[config.mk]
export PLATFORM = sky130hd
export DESIGN_NAME = lfs_sequencer
export DESIGN_NICKNAME = d
export VERILOG_FILES = /design/src/lfs_pkg.sv /design/src/lfs_sequencer.sv
export SDC_FILE = /design/constraint.sdc
export NUM_CORES = 1
export LEC_CHECK = 0
export ABC_AREA = 1
export BUFFER_PORTS_ARGS = -buffer_cell sky130_fd_sc_hd__buf_2
export CORE_ASPECT_RATIO = 1.4
export CORE_MARGIN = 4
export CORE_UTILIZATION = 45
export DETAILED_ROUTE_END_ITERATION = 8
export GPL_TIMING_DRIVEN = 0
export PLACE_DENSITY = 0.64
export SYNTH_ARGS = -nofsm -noshare
export SYNTH_HDL_FRONTEND = slang
export SYNTH_SLANG_ARGS = --single-unit
export TNS_END_PERCENT = 10
[constraint.sdc]
create_clock -name sys_clk -period 2.15 [get_ports sys_clk]
set_clock_uncertainty 0.05 [all_clocks]
set_input_delay 0.1075 -clock sys_clk [delete_from_list [all_inputs] [get_ports sys_clk]]
set_output_delay 0.1075 -clock sys_clk [all_outputs]
set_load 0.1 [all_outputs]
[src/lfs_pkg.sv]
// Constants, carrier types and the contract list of the fault and startup sequencer.
// Contract
// RULE1: Protection pin above overvoltage threshold for 40 us declares fault, stops switching.
// RULE2: Protection pin below temperature threshold means over-temperature and enters fault.
// RULE3: After over-temperature fault wait 1 s, then restart or stay idle per comparator.
// RULE4: Temperature check is off in burst mode, back on when normal switching resumes.
// RULE5: Zero-current event during a gate pulse ends that pulse at once.
// RULE6: Separate high-side and low-side zero-current comparators; the inactive one is ignored.
// RULE7: Zero-current comparators are blanked after each rising gate edge for blanking time.
// RULE8: Each zero-current event requests a slow step down of the soft-start ramp.
// RULE9: Zero-current events lasting past a configurable timeout stop switching with a fault.
// RULE10: Overcurrent ends high pulse above positive limit, low pulse below negative limit.
// RULE11: Seven consecutive cycles with overcurrent termination enter the fault state.
// RULE12: Control above overload threshold limits power and runs a timer; expiry faults.
// RULE13: Supply overvoltage enters fault at once and retries after 1 s idle.
// RULE14: First start charges with low current below short threshold, else high current.
// RULE15: Once the 5 V rail is up, light-load and timing-set pins are programmed first.
// RULE16: With high-voltage startup on, timing-set pin is driven high until supply is full.
// RULE17: Above self-start threshold charging stops, converter starts, timing-set pin goes low.
// RULE18: Supply below restart threshold while programming or holding recharges with high current.
// RULE19: After startup, charging stays off until supply drops under switch restart threshold.
// RULE20: In running state supply below stop-switching threshold faults and restarts normally.
// RULE21: Fault retry waits 1 s, timing-set high while supply is above falling UVLO.
// RULE22: Restart with supply above self-start threshold skips the charging phase.
// RULE23: Input sense back above brown-in starts soft start without the fault idle wait.
// RULE24: Comparator inputs are synchronized; fault forces both gate outputs low.
// RULE25: One state machine arbitrates all faults; earliest detected fault takes effect.
package lfs_pkg;
    localparam int unsigned CLK_HZ = 20_000_000;
    localparam int unsigned OVP_TIME_US = 40;
    localparam int unsigned OVP_CYCLES = OVP_TIME_US * (CLK_HZ / 1_000_000);
    localparam int unsigned IDLE_TIME_MS = 1000;
    localparam int unsigned IDLE_CYCLES = IDLE_TIME_MS * (CLK_HZ / 1000);
    localparam int unsigned OCP_LIMIT = 7;
    localparam int unsigned LEB_CYCLES_DEF = 4;
    localparam int unsigned OLP_CYCLES_DEF = 1_000_000;
    localparam int unsigned ZCS_CYCLES_DEF = 20_000;
    localparam int unsigned PRGM_CYCLES_DEF = 200;

    typedef enum logic [2:0] {
        LFS_IDLE = 3'b000,
        LFS_PRGM = 3'b001,
        LFS_START = 3'b010,
        LFS_RUN = 3'b011,
        LFS_FAULT = 3'b100
    } lfs_state_t;

    typedef enum logic [2:0] {
        LFS_F_NONE = 3'h0,
        LFS_F_OVP = 3'h1,
        LFS_F_OTP = 3'h2,
        LFS_F_ZCS = 3'h3,
        LFS_F_OCP = 3'h4,
        LFS_F_OLP = 3'h5,
        LFS_F_VCC = 3'h6,
        LFS_F_UV = 3'h7
    } lfs_fault_t;

    // Raw comparator flags from the analog front end.
    typedef struct packed {
        logic prot_above_ovp;
        logic prot_below_otp;
        logic zcs_high;
        logic zcs_low;
        logic ocp_pos;
        logic ocp_neg;
        logic control_above_olp;
        logic supply_ovp;
        logic supply_above_short;
        logic supply_above_uvlo_r;
        logic supply_above_self_start;
        logic supply_above_restart;
        logic supply_above_switch_restart;
        logic supply_above_stop_switching;
        logic supply_above_uvlo_f;
        logic input_sense_brown_in;
        logic rail_good;
    } lfs_cmp_t;

    // Charge, pin, power-limit and ramp step-down control outputs.
    typedef struct packed {
        logic charge_low;
        logic charge_high;
        logic timing_set_high;
        logic program_pins;
        logic power_limit;
        logic ramp_step_down;
    } lfs_ctl_t;
endpackage

[src/lfs_sequencer.sv]
// Fault detection, gate termination and startup sequencing of the controller.
`timescale 1ns/1ps
module lfs_sequencer import lfs_pkg::*; #(
    parameter int unsigned LEB_CYCLES = LEB_CYCLES_DEF,
    parameter int unsigned OLP_CYCLES = OLP_CYCLES_DEF,
    parameter int unsigned ZCS_CYCLES = ZCS_CYCLES_DEF,
    parameter int unsigned PRGM_CYCLES = PRGM_CYCLES_DEF,
    parameter int unsigned OVP_DELAY = OVP_CYCLES,
    parameter int unsigned IDLE_DELAY = IDLE_CYCLES
) (
    input wire logic sys_clk,
    input wire logic rst,
    input wire lfs_cmp_t cmp_raw,
    input wire logic hv_startup_enable,
    input wire logic burst_mode,
    input wire logic high_side_req,
    input wire logic low_side_req,
    output logic high_side_gate,
    output logic low_side_gate,
    output lfs_ctl_t ctl,
    output lfs_state_t state,
    output lfs_fault_t fault_cause
);
    if (LEB_CYCLES < 1 || OLP_CYCLES < 2 || ZCS_CYCLES < 2
        || PRGM_CYCLES < 1 || OVP_DELAY < 2 || IDLE_DELAY < 2) begin : g_bad
        $error("lfs_sequencer: counts too small");
    end

    localparam int CW = 32;

    // Two-stage synchroniser; only stage two is read by logic.
    lfs_cmp_t sync1, cmp;
    always_ff @(posedge sys_clk) begin
        if (rst) begin
            sync1 <= '0;
            cmp <= '0;
        end else begin
            sync1 <= cmp_raw; // see RULE24
            cmp <= sync1;
        end
    end

    function automatic logic [CW-1:0] sat_inc(input logic [CW-1:0] v,
                                              input logic [CW-1:0] lim);
        sat_inc = (v >= lim) ? lim : v + 32'h1;
    endfunction

    // Gate and per-cycle state.
    logic hs_on, ls_on, next_hs_on, next_ls_on;
    logic hs_cut, ls_cut, next_hs_cut, next_ls_cut;
    logic [CW-1:0] leb_cnt, next_leb_cnt;
    logic [2:0] ocp_cnt, next_ocp_cnt;
    logic cyc_ocp, next_cyc_ocp;
    logic [CW-1:0] ovp_cnt, next_ovp_cnt;
    logic [CW-1:0] olp_cnt, next_olp_cnt;
    logic [CW-1:0] zcs_cnt, next_zcs_cnt;
    logic [CW-1:0] tmr, next_tmr;
    logic burst_d, next_burst_d;
    logic otp_en, next_otp_en;
    logic charge_armed, next_charge_armed;
    logic brown_out, next_brown_out;
    logic ramp_q;
    lfs_state_t next_state;
    lfs_fault_t next_fault_cause;
    logic zcs_hit, ocp_hit, running, next_ramp_step;
    lfs_fault_t det;

    assign running = (state == LFS_RUN) || (state == LFS_START);
    // Only the comparator of the active gate counts, after blanking.
    assign zcs_hit = (leb_cnt == '0)
        && ((hs_on && cmp.zcs_high) || (ls_on && cmp.zcs_low)); // see RULE6
    assign ocp_hit = (hs_on && cmp.ocp_pos) || (ls_on && cmp.ocp_neg);

    always_comb begin
        next_hs_on = 1'b0;
        next_ls_on = 1'b0;
        next_hs_cut = hs_cut;
        next_ls_cut = ls_cut;
        next_leb_cnt = (leb_cnt != '0) ? leb_cnt - 32'h1 : '0;
        next_ocp_cnt = ocp_cnt;
        next_cyc_ocp = cyc_ocp;
        next_ramp_step = 1'b0;
        // Gates drop on the edge that enters the fault state, not one later.
        if (running && det == LFS_F_NONE) begin
            if (!high_side_req) next_hs_cut = 1'b0;
            if (!low_side_req) next_ls_cut = 1'b0;
            if (high_side_req && !hs_cut && !(zcs_hit || ocp_hit && hs_on))
                next_hs_on = 1'b1;
            if (low_side_req && !ls_cut && !high_side_req
                && !(zcs_hit || ocp_hit && ls_on))
                next_ls_on = 1'b1;
            if (hs_on && (zcs_hit || ocp_hit)) next_hs_cut = 1'b1; // see RULE5
            if (ls_on && (zcs_hit || ocp_hit)) next_ls_cut = 1'b1; // see RULE10
            if ((next_hs_on && !hs_on) || (next_ls_on && !ls_on))
                next_leb_cnt = CW'(LEB_CYCLES); // see RULE7
            if (zcs_hit) next_ramp_step = 1'b1; // see RULE8
            if (ocp_hit) next_cyc_ocp = 1'b1;
            // A switching cycle closes at each new high-side pulse.
            if (next_hs_on && !hs_on) begin
                next_cyc_ocp = 1'b0;
                next_ocp_cnt = cyc_ocp ? ocp_cnt + 3'h1 : 3'h0; // see RULE11
            end
        end else begin
            next_hs_cut = 1'b0;
            next_ls_cut = 1'b0;
            next_ocp_cnt = 3'h0;
            next_cyc_ocp = 1'b0;
        end
    end

    always_ff @(posedge sys_clk) begin
        if (rst) begin
            hs_on <= 1'b0;
            ls_on <= 1'b0;
            hs_cut <= 1'b0;
            ls_cut <= 1'b0;
            leb_cnt <= '0;
            ocp_cnt <= 3'h0;
            cyc_ocp <= 1'b0;
            ramp_q <= 1'b0;
        end else begin
            hs_on <= next_hs_on;
            ls_on <= next_ls_on;
            hs_cut <= next_hs_cut;
            ls_cut <= next_ls_cut;
            leb_cnt <= next_leb_cnt;
            ocp_cnt <= next_ocp_cnt;
            cyc_ocp <= next_cyc_ocp;
            ramp_q <= next_ramp_step;
        end
    end
    assign high_side_gate = hs_on;
    assign low_side_gate = ls_on;

    // Fault timers and detection, fixed priority among same-cycle faults.
    always_comb begin
        next_ovp_cnt = cmp.prot_above_ovp ? sat_inc(ovp_cnt, CW'(OVP_DELAY))
                                          : '0; // see RULE1
        next_olp_cnt = (running && cmp.control_above_olp)
            ? sat_inc(olp_cnt, CW'(OLP_CYCLES)) : '0; // see RULE12
        // A pulse that outlives blanking without a hit ends the streak.
        if (!running || ((hs_on || ls_on) && leb_cnt == '0 && !zcs_hit))
            next_zcs_cnt = '0;
        else if (zcs_hit || zcs_cnt != '0)
            next_zcs_cnt = sat_inc(zcs_cnt, CW'(ZCS_CYCLES)); // see RULE9
        else
            next_zcs_cnt = '0;
        next_burst_d = burst_mode;
        next_otp_en = otp_en;
        if (burst_mode) next_otp_en = 1'b0; // see RULE4
        else if (burst_d) next_otp_en = 1'b1;
        det = LFS_F_NONE;
        if (cmp.supply_ovp) det = LFS_F_VCC; // see RULE13
        else if (ovp_cnt >= CW'(OVP_DELAY)) det = LFS_F_OVP;
        else if (otp_en && cmp.prot_below_otp) det = LFS_F_OTP; // see RULE2
        else if (running && ocp_cnt >= 3'(OCP_LIMIT)) det = LFS_F_OCP;
        else if (olp_cnt >= CW'(OLP_CYCLES)) det = LFS_F_OLP;
        else if (zcs_cnt >= CW'(ZCS_CYCLES)) det = LFS_F_ZCS;
        else if ((running && !cmp.input_sense_brown_in)
                 || (state == LFS_RUN && !cmp.supply_above_stop_switching))
            det = LFS_F_UV; // see RULE20
    end

    // Main sequencer.
    always_comb begin
        next_state = state;
        next_fault_cause = fault_cause;
        next_tmr = (tmr != '0) ? tmr - 32'h1 : '0;
        next_charge_armed = charge_armed;
        next_brown_out = brown_out;
        case (state)
            LFS_IDLE: begin
                if (cmp.rail_good && cmp.input_sense_brown_in) begin
                    next_state = LFS_PRGM; // see RULE15
                    next_tmr = CW'(PRGM_CYCLES);
                end
            end
            LFS_PRGM: begin
                if (tmr == '0 && cmp.supply_above_self_start) begin
                    next_state = LFS_START; // see RULE17
                    next_charge_armed = 1'b0;
                end
            end
            LFS_START: begin
                if (cmp.supply_above_stop_switching) next_state = LFS_RUN;
            end
            LFS_RUN: begin
                if (!cmp.supply_above_switch_restart)
                    next_charge_armed = 1'b1; // see RULE19
            end
            LFS_FAULT: begin
                if (brown_out && cmp.input_sense_brown_in
                    && cmp.rail_good) begin
                    next_state = LFS_PRGM; // see RULE23
                    next_tmr = CW'(PRGM_CYCLES);
                    next_fault_cause = LFS_F_NONE;
                    next_brown_out = 1'b0;
                end else if (tmr == '0) begin
                    if (fault_cause != LFS_F_OTP || cmp.prot_above_ovp
                        || !cmp.prot_below_otp) begin
                        next_state = LFS_IDLE; // see RULE3
                        next_fault_cause = LFS_F_NONE;
                        next_brown_out = 1'b0;
                        next_charge_armed = 1'b1;
                    end
                end
            end
            default: next_state = LFS_IDLE;
        endcase
        if (state != LFS_FAULT && state != LFS_IDLE && det != LFS_F_NONE) begin
            next_state = LFS_FAULT; // see RULE25
            next_fault_cause = det;
            next_tmr = CW'(IDLE_DELAY); // see RULE21
            // Only a brown-out skips the idle wait; a supply dip does not.
            next_brown_out = (det == LFS_F_UV) && !cmp.input_sense_brown_in;
            next_charge_armed = 1'b1;
        end
    end

    always_ff @(posedge sys_clk) begin
        if (rst) begin
            state <= LFS_IDLE;
            fault_cause <= LFS_F_NONE;
            tmr <= '0;
            charge_armed <= 1'b1;
            ovp_cnt <= '0;
            olp_cnt <= '0;
            zcs_cnt <= '0;
            burst_d <= 1'b0;
            otp_en <= 1'b1;
            brown_out <= 1'b0;
        end else begin
            state <= next_state;
            fault_cause <= next_fault_cause;
            tmr <= next_tmr;
            charge_armed <= next_charge_armed;
            ovp_cnt <= next_ovp_cnt;
            olp_cnt <= next_olp_cnt;
            zcs_cnt <= next_zcs_cnt;
            burst_d <= next_burst_d;
            otp_en <= next_otp_en;
            brown_out <= next_brown_out;
        end
    end

    // Charge current and pin roles. Above self-start the charger stays off,
    // which also skips charging on a warm restart.
    logic chg;
    always_comb begin
        chg = hv_startup_enable && charge_armed
            && !cmp.supply_above_self_start && state != LFS_FAULT; // see RULE22
        if ((state == LFS_PRGM) && !cmp.supply_above_restart)
            chg = hv_startup_enable; // see RULE18
        ctl.charge_low = chg && !cmp.supply_above_short
            && state == LFS_IDLE; // see RULE14
        ctl.charge_high = chg && !ctl.charge_low;
        ctl.program_pins = (state == LFS_PRGM);
        ctl.timing_set_high = hv_startup_enable
            && ((state == LFS_PRGM) || (state == LFS_IDLE && cmp.rail_good)
                || (state == LFS_FAULT && cmp.supply_above_uvlo_f)); // see RULE16
        ctl.power_limit = running && cmp.control_above_olp;
        ctl.ramp_step_down = ramp_q;
    end

    chk_fault_gates: assert property (@(posedge sys_clk) disable iff (rst)
        state == LFS_FAULT |-> !high_side_gate && !low_side_gate) // see RULE24
        else $error("gate active in fault");
    chk_ovp_delay: assert property (@(posedge sys_clk) disable iff (rst)
        $rose(ovp_cnt == CW'(OVP_DELAY)) && state == LFS_RUN
        |=> state == LFS_FAULT) // see RULE1
        else $error("ovp did not fault");
    chk_hs_zcs_cut: assert property (@(posedge sys_clk) disable iff (rst)
        hs_on && zcs_hit |=> !high_side_gate) // see RULE5
        else $error("high pulse not cut on zcs");
    chk_ocp_cut: assert property (@(posedge sys_clk) disable iff (rst)
        ls_on && cmp.ocp_neg |=> !low_side_gate) // see RULE10
        else $error("low pulse not cut on ocp");
    chk_leb_blank: assert property (@(posedge sys_clk) disable iff (rst)
        hs_on && leb_cnt != '0 && cmp.zcs_high && !cmp.ocp_pos
        && high_side_req && det == LFS_F_NONE |=> high_side_gate) // see RULE7
        else $error("zcs not blanked");
    chk_ocp_count: assert property (@(posedge sys_clk) disable iff (rst)
        running && ocp_cnt == 3'(OCP_LIMIT) && !cmp.supply_ovp
        |=> state == LFS_FAULT) // see RULE11
        else $error("ocp count did not fault");
    chk_vcc_ovp: assert property (@(posedge sys_clk) disable iff (rst)
        state == LFS_RUN && cmp.supply_ovp
        |=> state == LFS_FAULT && fault_cause == LFS_F_VCC) // see RULE13
        else $error("supply ovp missed");
    chk_start_charge: assert property (@(posedge sys_clk) disable iff (rst)
        state == LFS_START |-> !ctl.charge_low && !ctl.timing_set_high) // see RULE17
        else $error("charger or pin active after self start");
    chk_burst_otp: assert property (@(posedge sys_clk) disable iff (rst)
        burst_mode |=> !otp_en) // see RULE4
        else $error("otp active in burst");
    chk_zcs_timeout: assert property (@(posedge sys_clk) disable iff (rst)
        running && zcs_cnt >= CW'(ZCS_CYCLES)
        |=> state == LFS_FAULT) // see RULE9
        else $error("persistent zcs did not fault");
    chk_brown_restart: assert property (@(posedge sys_clk) disable iff (rst)
        state == LFS_FAULT && brown_out && cmp.input_sense_brown_in
        && cmp.rail_good |=> state == LFS_PRGM) // see RULE23
        else $error("brown in did not restart");
    chk_uv_stop: assert property (@(posedge sys_clk) disable iff (rst)
        state == LFS_RUN && !cmp.supply_above_stop_switching
        |=> state == LFS_FAULT) // see RULE20
        else $error("supply drop did not fault");
endmodule

After elaboration in Yosys (flattened, before gate mapping) --
Index checks and enable logic that the tools add are counted.
Storage, ports and cells: bits of input ports 23, bits in registers 211, logic and storage cells 246
Operators by class: bitwise gates (word level) 5, $add $sub $neg 6, $lt $le $gt $ge 4, multiplexer cells 53, equality and inequality tests 24, reductions and logical operators 99
Operator list (count):
- 32-bit 2-to-1 mux | 6
- 32-bit by 1-bit adder with 32-bit output, second input constant | 3
- 32-bit nonzero test | 3
- 32-bit logical NOT | 2
- 32-bit case mux with 2 select lines | 1
- 32-bit by 1-bit subtractor with 32-bit output, second input constant | 2
- 3-bit 2-to-1 mux | 18
- 1-bit logical AND | 41
- 32-bit by 10-bit greater-or-equal comparator with 1-bit output, second input constant | 1
- 32-bit by 15-bit greater-or-equal comparator with 1-bit output, second input constant | 1
- 32-bit by 20-bit greater-or-equal comparator with 1-bit output, second input constant | 1
- 25-bit 2-to-1 mux | 1
- 1-bit 2-to-1 mux | 22
- 20-bit 2-to-1 mux | 1
- 6-bit AND reduction | 3
- 1-bit logical NOT | 16
- 1-bit logical OR | 15
- 15-bit 2-to-1 mux | 1
- 3-bit case mux with 5 select lines | 1
- 3-bit nonzero test | 5
- 2-bit inequality test, second input constant | 6
- 3-bit inequality test, second input constant | 4
- 3-bit OR reduction | 4
- 10-bit 2-to-1 mux | 1
- other kinds (16) | 32

Depth between registers and ports, before layout --
Gate-level depths: netlist of the first run.
word-level depth 18, depth in mapped cells 16, depth with buffers taken out 15

Worst setup path before layout of the first run --
OpenSTA, ideal clock, no wires.
path type register to output, start reg state[0], end out ctl[4] (netlist bit), slack -4353 ps, data arrival time 6346 ps, stages on the path, launching flop included 8, data required time 1992 ps, cell sequence dfxtp_1 -> nand2_1 -> nor2_1 -> inv_1 -> o32ai_1 -> nand2_1 -> nor3_1 -> nor2_1
RTL lines:
- start, declared | line lfs_sequencer.sv:21 | output lfs_state_t state,
- start signal, assigned | line lfs_sequencer.sv:233 | state <= next_state;
- end, declared | line lfs_sequencer.sv:20 | output lfs_ctl_t ctl,

Worst setup path after layout of the first run --
start reg ocp_cnt[0], end reg tmr[21]
Between the ends: word-level cells in the longest chain between the ends 9
RTL lines:
- start, declared | line lfs_sequencer.sv:52 | logic [2:0] ocp_cnt, next_ocp_cnt;
- start signal, assigned | line lfs_sequencer.sv:127 | ocp_cnt <= next_ocp_cnt;
- 3-bit greater-or-equal comparator | line lfs_sequencer.sv:156 | else if (running && ocp_cnt >= 3'(OCP_LIMIT)) det = LFS_F_OCP;
- 1-bit logical AND | line lfs_sequencer.sv:156
- 3-bit 2-to-1 mux | line lfs_sequencer.sv:156
- 3-bit 2-to-1 mux | line lfs_sequencer.sv:155 | else if (otp_en && cmp.prot_below_otp) det = LFS_F_OTP;
- 3-bit 2-to-1 mux | line lfs_sequencer.sv:154 | else if (ovp_cnt >= CW'(OVP_DELAY)) det = LFS_F_OVP;
- 3-bit 2-to-1 mux | line lfs_sequencer.sv:153 | if (cmp.supply_ovp) det = LFS_F_VCC;
- 3-bit nonzero test | line lfs_sequencer.sv:210 | if (state != LFS_FAULT && state != LFS_IDLE && det != LFS_F_NONE) begin
- 1-bit logical AND | line lfs_sequencer.sv:210
- 25-bit 2-to-1 mux | line lfs_sequencer.sv:210
- end signal, assigned | line lfs_sequencer.sv:235 | tmr <= next_tmr;
- end, declared | line lfs_sequencer.sv:57 | logic [CW-1:0] tmr, next_tmr;
No other way between the ends. A chain may end at the register's enable or synchronous reset.

==> flow_summary_export.csv, run 1 <==
group,metric,value,unit
worst_setup_path,cp_top_family,"compound AO/OA/AOI/OAI gates",
worst_setup_path,r2r_cells,11,
hold_path,min_from,"rst",
worst_setup_path,rrSetupSlack,0.01,ns
drt,wl_per_cell,11.7,um
final_layout,antennaDiodeCount,0,
worst_setup_path,r2r-end,"tmr[21]",
worst_setup_path,critPathCaptureType,"flop",
worst_setup_path,crit_type,"reg2reg",
worst_setup_path,worstPathRequired,2.45,ns
synthesis,synth_compound_area_share,6.32,%
clock_tree,cts_buffers,21,
hold_path,holdPathStages,3,
worst_setup_path,slowest_stage,"dfxtp_4",
synthesis,netlist_area,8850,um^2
placed_design,dp_cells,1409,
worst_setup_path,start_kind,"flop",
final_layout,final_nets,1268,
global_route,grt.total_usage,15.9,%
power,peakVddDrop,0.000999,V
outcome,outcome,"finished clean",
synthesis,ys_seq_elements,211,
sta,report.final.slew_viol_count,0,
floorplan,start_util,45.9,%
sta,finalCritPeriodShare,99.4,%
synthesis,yosys_warnings,0,
synthesis,synthXorXnorAreaFrac,6.83,%
final_layout,final_util,57.6,%
drt,wl,17.4,mm
hold_path,whs_endpoint,"otp_en",
floorplan,die_h,174,um
synthesis,ys_async_sr_fraction,0,%
power,power,14.2,mW
worst_setup_path,path_cells,"ha_4 -> ha_1 -> a31o_2 -> nand3_2 -> nand4_1 -> a21oi_2 -> nand2_2 -> nand2_4 -> buf_4 -> buf_4 -> a21oi_1",
synthesis,syn_area_per_cell,8.23,um^2
final_layout,area_growth,25.7,%
placed_design,dp_hpwl,12.3,mm
floorplan,design.die.area,22000,um^2
sta,setup_viol_count_final,0,
synthesis,synthCells,1076,
clock_tree,clockBufferDepth,3,
clock_tree,cts_tree,"built",
clock_tree,cts_sinks,211,
sta,max_slew_margin,55.7,%
global_route,grt_pass1_wl,30.2,mm
floorplan,die_w,127,um
drt,drc,0,
worst_setup_path,cp_common_cell,"buf_4",
synthesis,synth_mux_area_share,0,%
power,p_leak,4.67,nW
drt,drt_first_pass_iters,4,
synthesis,yosysUniqueCellTypes,53,
synthesis,synth_top_family_by_area,"simple AND/OR/NAND/NOR gates",
sta,fmax,0.468,GHz
synthesis,synth.yosys.seq_area_share,47.7,%
synthesis,synth_enable_flop_cells,0,
clock_tree,htreeDepth,1,
floorplan,io_pins,37,
worst_setup_path,worstReg2RegStart,"ocp_cnt[0]",
drt,dr.first_iter.drc_count,289,
floorplan,core-area,19300,um^2
drt,viasPerCell,4.61,
global_route,grt_pass1_vias,6879,
global_route,grt_max_degree,16,
clock_tree,clk_latency,0.49,ns
placed_design,gp_congestion,0.822,
synthesis,synth_simple_gate_area_share,30.0,%
worst_setup_path,crit_buf_inv,2,
worst_setup_path,cp_max_fo,10,
sta,rsz0062_at_grt,"true",
global_route,grt_overflow,0,
final_layout,layout-drive-gt1-share,22.4,%
sta,timing.final.crit_period,2.14,ns
drt,drtAntennaViolNets,0,
sta,worst_pin_slew,0.665,ns
power,p_per_area,1280,nW/um^2
floorplan,num_rows,60,
clock_tree,cts_root_buf,"clkbuf_16",
job,max-cap-violations,0,
clock_tree,path_clk_slew,0.06,ns
global_route,antenna_found_initial,1,
synthesis,synth_ff_type,"dfxtp_1",
final_layout,instances_no_fill,1496,
placed_design,numPortBuffers,35,
hold_path,hold_class,"in2reg",
worst_setup_path,max_stage_delay,0.36,ns
worst_setup_path,cp-startpoint,"ocp_cnt[0]",
synthesis,synth_adder_area_share,1.55,%
sta,hold_viol_final,0,
worst_setup_path,crit_arrival,2.43,ns
drt,vias,6894,
sta,tns,0,ns
-- worst register-to-register path, stage by stage, from the launching register on --
cell and delay (ns):
dfxtp_4 0.36, ha_4 0.15, ha_1 0.17, a31o_2 0.22, nand3_2 0.07, nand4_1 0.17
a21oi_2 0.22, nand2_2 0.11, nand2_4 0.10, buf_4 0.12, buf_4 0.18, a21oi_1 0.08
-- cells by family after synthesis --
family | Yosys count
simple gates | 527
flops | 211
buf+inv | 164
compound gates | 93
xor+xnor | 69
fa+ha+maj | 11
other cells | 1
-- synth_stat cells (2+ instances only) --
library cell | n | share of area [%]
a31o_2 | 2 | 0.20
nor3b_1 | 7 | 0.59
buf_4 | 2 | 0.17
nand3_1 | 43 | 2.4
inv_1 | 142 | 6.0
o21ai_0 | 20 | 1.1
clkbuf_1 | 5 | 0.21
nand2_4 | 3 | 0.38
a31oi_1 | 2 | 0.14
nor3_4 | 4 | 0.74
o211ai_1 | 3 | 0.25
dfxtp_1 | 211 | 48
nor3_1 | 29 | 1.6
and3_1 | 2 | 0.14
buf_2 | 2 | 0.11
inv_2 | 6 | 0.25
nor2_4 | 4 | 0.51
a22o_1 | 2 | 0.20
xnor2_1 | 19 | 1.9
nand2_1 | 123 | 5.2
nor2_1 | 188 | 8.0
xor2_1 | 50 | 4.9
nor4_1 | 8 | 0.57
nand3_2 | 10 | 1.1
nor2_2 | 45 | 3.2
a21oi_1 | 48 | 2.7
ha_1 | 11 | 1.6
nand4_1 | 23 | 1.6
a21oi_2 | 5 | 0.49
nor3_2 | 18 | 2.0
nand2_2 | 11 | 0.78
buf_6 | 6 | 0.76
or2_2 | 2 | 0.14
-- repair_timing --
item | CTS | global route
hold buffers | 20 | 0
buffers inserted | 6 | 22
cloned | 1 | 2
resized for setup | 22 | 65
pin swaps | 8 | 26
hold endpoints to repair | 25 | 0
setup endpoints to repair | 76 | 100
-- worst max-delay path by stage --
stage / end / depth (start not counted)
detailed placement: olp_cnt[10] / 7
finish: tmr[21] / 11
CTS: leb_cnt[22] / 11
global placement: olp_cnt[10] / 7
floorplan: ctl[4] / 7
global route: fault_cause[1] / 15
-- layout make-up --
class / instances / area [um^2]
sequential: 211 / 4250
buffer: 14 / 161
clock inverter: 11 / 135
clock buffer: 26 / 586
inverter: 149 / 569
timing repair buffer: 85 / 673
tap: 248 / 310
fill: 1706 / 8170
multi-input combinational: 752 / 4440
-- flip-flops by register name (all words and copies together), names as in the netlist, 16 cells and up --
register and flops:
leb_cnt 32, olp_cnt 32, ovp_cnt 32, tmr 32, zcs_cnt 32, cmp 16, sync1 16
-- power breakdown --
part | internal (mW) | total [mW] | switching, mW | leakage, nW
clock network | 2.30 | 3.78 | 1.49 | 0.354
registers | 4.53 | 5.06 | 0.535 | 1.74
logic | 2.11 | 5.40 | 3.29 | 2.58
total | 8.93 | 14.2 | 5.31 | 4.67
-- stage by stage --
stage                     hold WS [ns]  setup WS [ns]  cell area (um^2)
after floorplan                  0.164         -0.724              9100
after global placement           0.266         -0.150              9590
after detailed placement         0.268         -0.152              9590
after CTS                       0.0139        -0.0311             10700
after global routing             0.106         -0.135             11100
final                           0.0892         0.0122             11100
-- metal layers --
metal  vias up  track usage [%]  wire length [um]
li1       3679                -                 -
met1      3112             18.4              7380
met2        74             29.6              9130
met3        27             2.89               596
met4         2             4.47               325
met5         -                0                 7
-- placed cells by master, fill, tap and decap left out, types with 7 or more instances in the layout --
master,count
a21oi_1,47
dfxtp_1,201
inv_1,136
nand2_1,116
ha_1,7
nor2_2,51
nor3b_1,7
clkbuf_1,7
buf_4,30
nand4_1,23
buf_2,32
nor2_4,14
nor4_1,8
dlygate4sd3_1,20
xor2_1,50
nand2_2,15
clkbuf_16,23
nor2_1,172
conb_1,51
o21ai_0,19
inv_2,10
nor3_1,24
nand3_1,41
clkinv_2,7
nand3_2,7
nor3_2,21
xnor2_1,19
buf_12,7
No activity file was read; power rests on OpenSTA's default activity.
==> inputs of run 2 (changes only) <==
BUFFER_PORTS_ARGS = -buffer_cell sky130_fd_sc_hd__buf_4   (was -buffer_cell sky130_fd_sc_hd__buf_2)
REMOVE_ABC_BUFFERS = 1   (was default)
TNS_END_PERCENT = default   (was 10)
==> run 2 against run 1 <==
Net effect: non-clock buffer count up 22; clock power up 6.1%; critical path depth up 1; design area up 5.9%; sequential power about the same; via count up 2.9%; critical endpoint is now olp_cnt[18].
==> flow_summary_export.csv, run 2 (synthesis results as in run 1) <==
group,metric,value,unit
drt,wl_per_cell,11.9,um
worst_setup_path,worstPathRequired,2.54,ns
worst_setup_path,cp-startpoint,"olp_cnt[1]",
worst_setup_path,worstReg2RegStart,"olp_cnt[1]",
clock_tree,clk_latency,0.51,ns
drt,drc,0,
worst_setup_path,crit_arrival,2.53,ns
power,p_leak,4.96,nW
worst_setup_path,cp_max_fo,4,
sta,fmax,0.467,GHz
clock_tree,cts_sinks,211,
power,power,15.0,mW
final_layout,final_nets,1296,
drt,drt_first_pass_iters,4,
hold_path,hold_class,"in2reg",
outcome,outcome,"finished clean",
final_layout,area_growth,33.0,%
sta,worst_pin_slew,0.977,ns
sta,rsz0062_at_grt,"true",
global_route,grt_pass1_wl,29.8,mm
floorplan,start_util,45.9,%
clock_tree,htreeDepth,1,
drt,dr.first_iter.drc_count,244,
global_route,antenna_found_initial,0,
power,peakVddDrop,0.000738,V
placed_design,dp_cells,1394,
global_route,grt.total_usage,15.7,%
placed_design,dp_hpwl,11.2,mm
final_layout,layout_common_cells,"dfxtp_1, nor2_1, inv_1, nand2_1, buf_4",
worst_setup_path,crit_type,"reg2reg",
floorplan,design.die.area,22000,um^2
sta,finalCritPeriodShare,99.7,%
job,max-cap-violations,0,
sta,max_slew_margin,34.8,%
floorplan,io_pins,37,
floorplan,die_w,127,um
final_layout,final_common_cell,"dfxtp_1",
global_route,grt_max_degree,51,
clock_tree,path_clk_slew,0.07,ns
final_layout,fill_cells,1627,
sta,tns,0,ns
placed_design,numPortBuffers,35,
worst_setup_path,start_kind,"flop",
floorplan,die_h,174,um
power,p_per_area,1280,nW/um^2
floorplan,core-area,19300,um^2
placed_design,gp_congestion,0.799,
clock_tree,cts_buffers,22,
hold_path,min_from,"rst",
final_layout,layout-drive-gt1-share,26.8,%
drt,vias,7092,
clock_tree,cts_tree,"built",
final_layout,instances_no_fill,1526,
sta,setup_viol_count_final,0,
final_layout,antennaDiodeCount,0,
drt,wl,18.2,mm
final_layout,final_util,61.0,%
sta,report.final.slew_viol_count,0,
sta,timing.final.crit_period,2.14,ns
clock_tree,clockBufferDepth,3,
floorplan,num_rows,60,
global_route,grt_pass1_vias,6724,
drt,drtAntennaViolNets,0,
sta,hold_viol_final,0,
clock_tree,cts_root_buf,"clkbuf_16",
drt,viasPerCell,4.65,
worst_setup_path,critPathCaptureType,"flop",
global_route,grt_overflow,0,
run 2: cell count changes in the layout (fill, tap and decap cells not counted), sizes merged:
cell	change
buf	+27
clkbuf	-5
inv	+4
nand2	+4
clkinv	-1
clkinvlp	+1
dlygate4sd3	-1
nand3	+1
run 2: where the power goes:
group	leakage, nW	switching, mW	internal (mW)	total, mW
clock	0.375	1.61	2.40	4.01
combinational	2.84	3.56	2.39	5.95
sequential	1.74	0.547	4.53	5.08
run 2: path summary, 6_finish.rpt:
check	slack [ns]	to	cells after the start
worst min register to register	0.35	cmp[12]	2
worst max register to register	0.007	olp_cnt[18]	12
worst max-delay path	0.007	olp_cnt[18]	12
worst min-delay path	0.02	sync1[5]	2
run 2: per-stage QoR:
step                worst slack, ns  hold WS [ns]  cell area (um^2)
floorplan                     -4.35         0.127              8930
global placement             -0.552         0.258              9500
detailed placement           -0.552         0.263              9500
CTS                         0.00307       0.00192             10800
global route                 -0.187        0.0281             11800
finish                      0.00680        0.0232             11800
run 2: worst max-delay path: stages (launching register included):
cell     delay, ns
dfxtp_4       0.37
ha_4          0.15
nand2_4       0.05
nor2_4        0.11
inv_2         0.06
nor3_4        0.19
nand3_2       0.12
nor2_4        0.17
nand3_4       0.11
nor3_4        0.25
nand3_2       0.10
or2_0         0.22
a21oi_1       0.11
run 2: routing by layer:
metal  wire, um  part of all wire (%)  vias up  GRT usage [%]
li1           -                     -     3736              -
met2       9270                    51       92           27.5
met4        360                   2.0        0           4.92
met3        757                   4.2       24           3.04
met1       7780                    43     3240           19.4
met5          0                     0        -              0
run 2: area by class of cell:
class	count	area (um^2)	area share, %
Multi-Input combinational cell	757	4770	40.5
Clock inverter	15	174	1.48
Clock buffer	25	603	5.12
Timing Repair Buffer	121	1100	9.33
Sequential cell	211	4250	36.1
Tap cell	248	310	2.64
Inverter	149	562	4.77
run 2: what timing repair did:
action / 4_1_cts / 5_1_grt
gates resized for setup: 29 / 121
endpoints found under the setup margin: 68 / 110
buffers inserted: 20 / 46
pin swaps: 12 / 62
endpoints found under the hold margin: 23 / 0
gates cloned: 3 / 4
hold buffers: 19 / 0
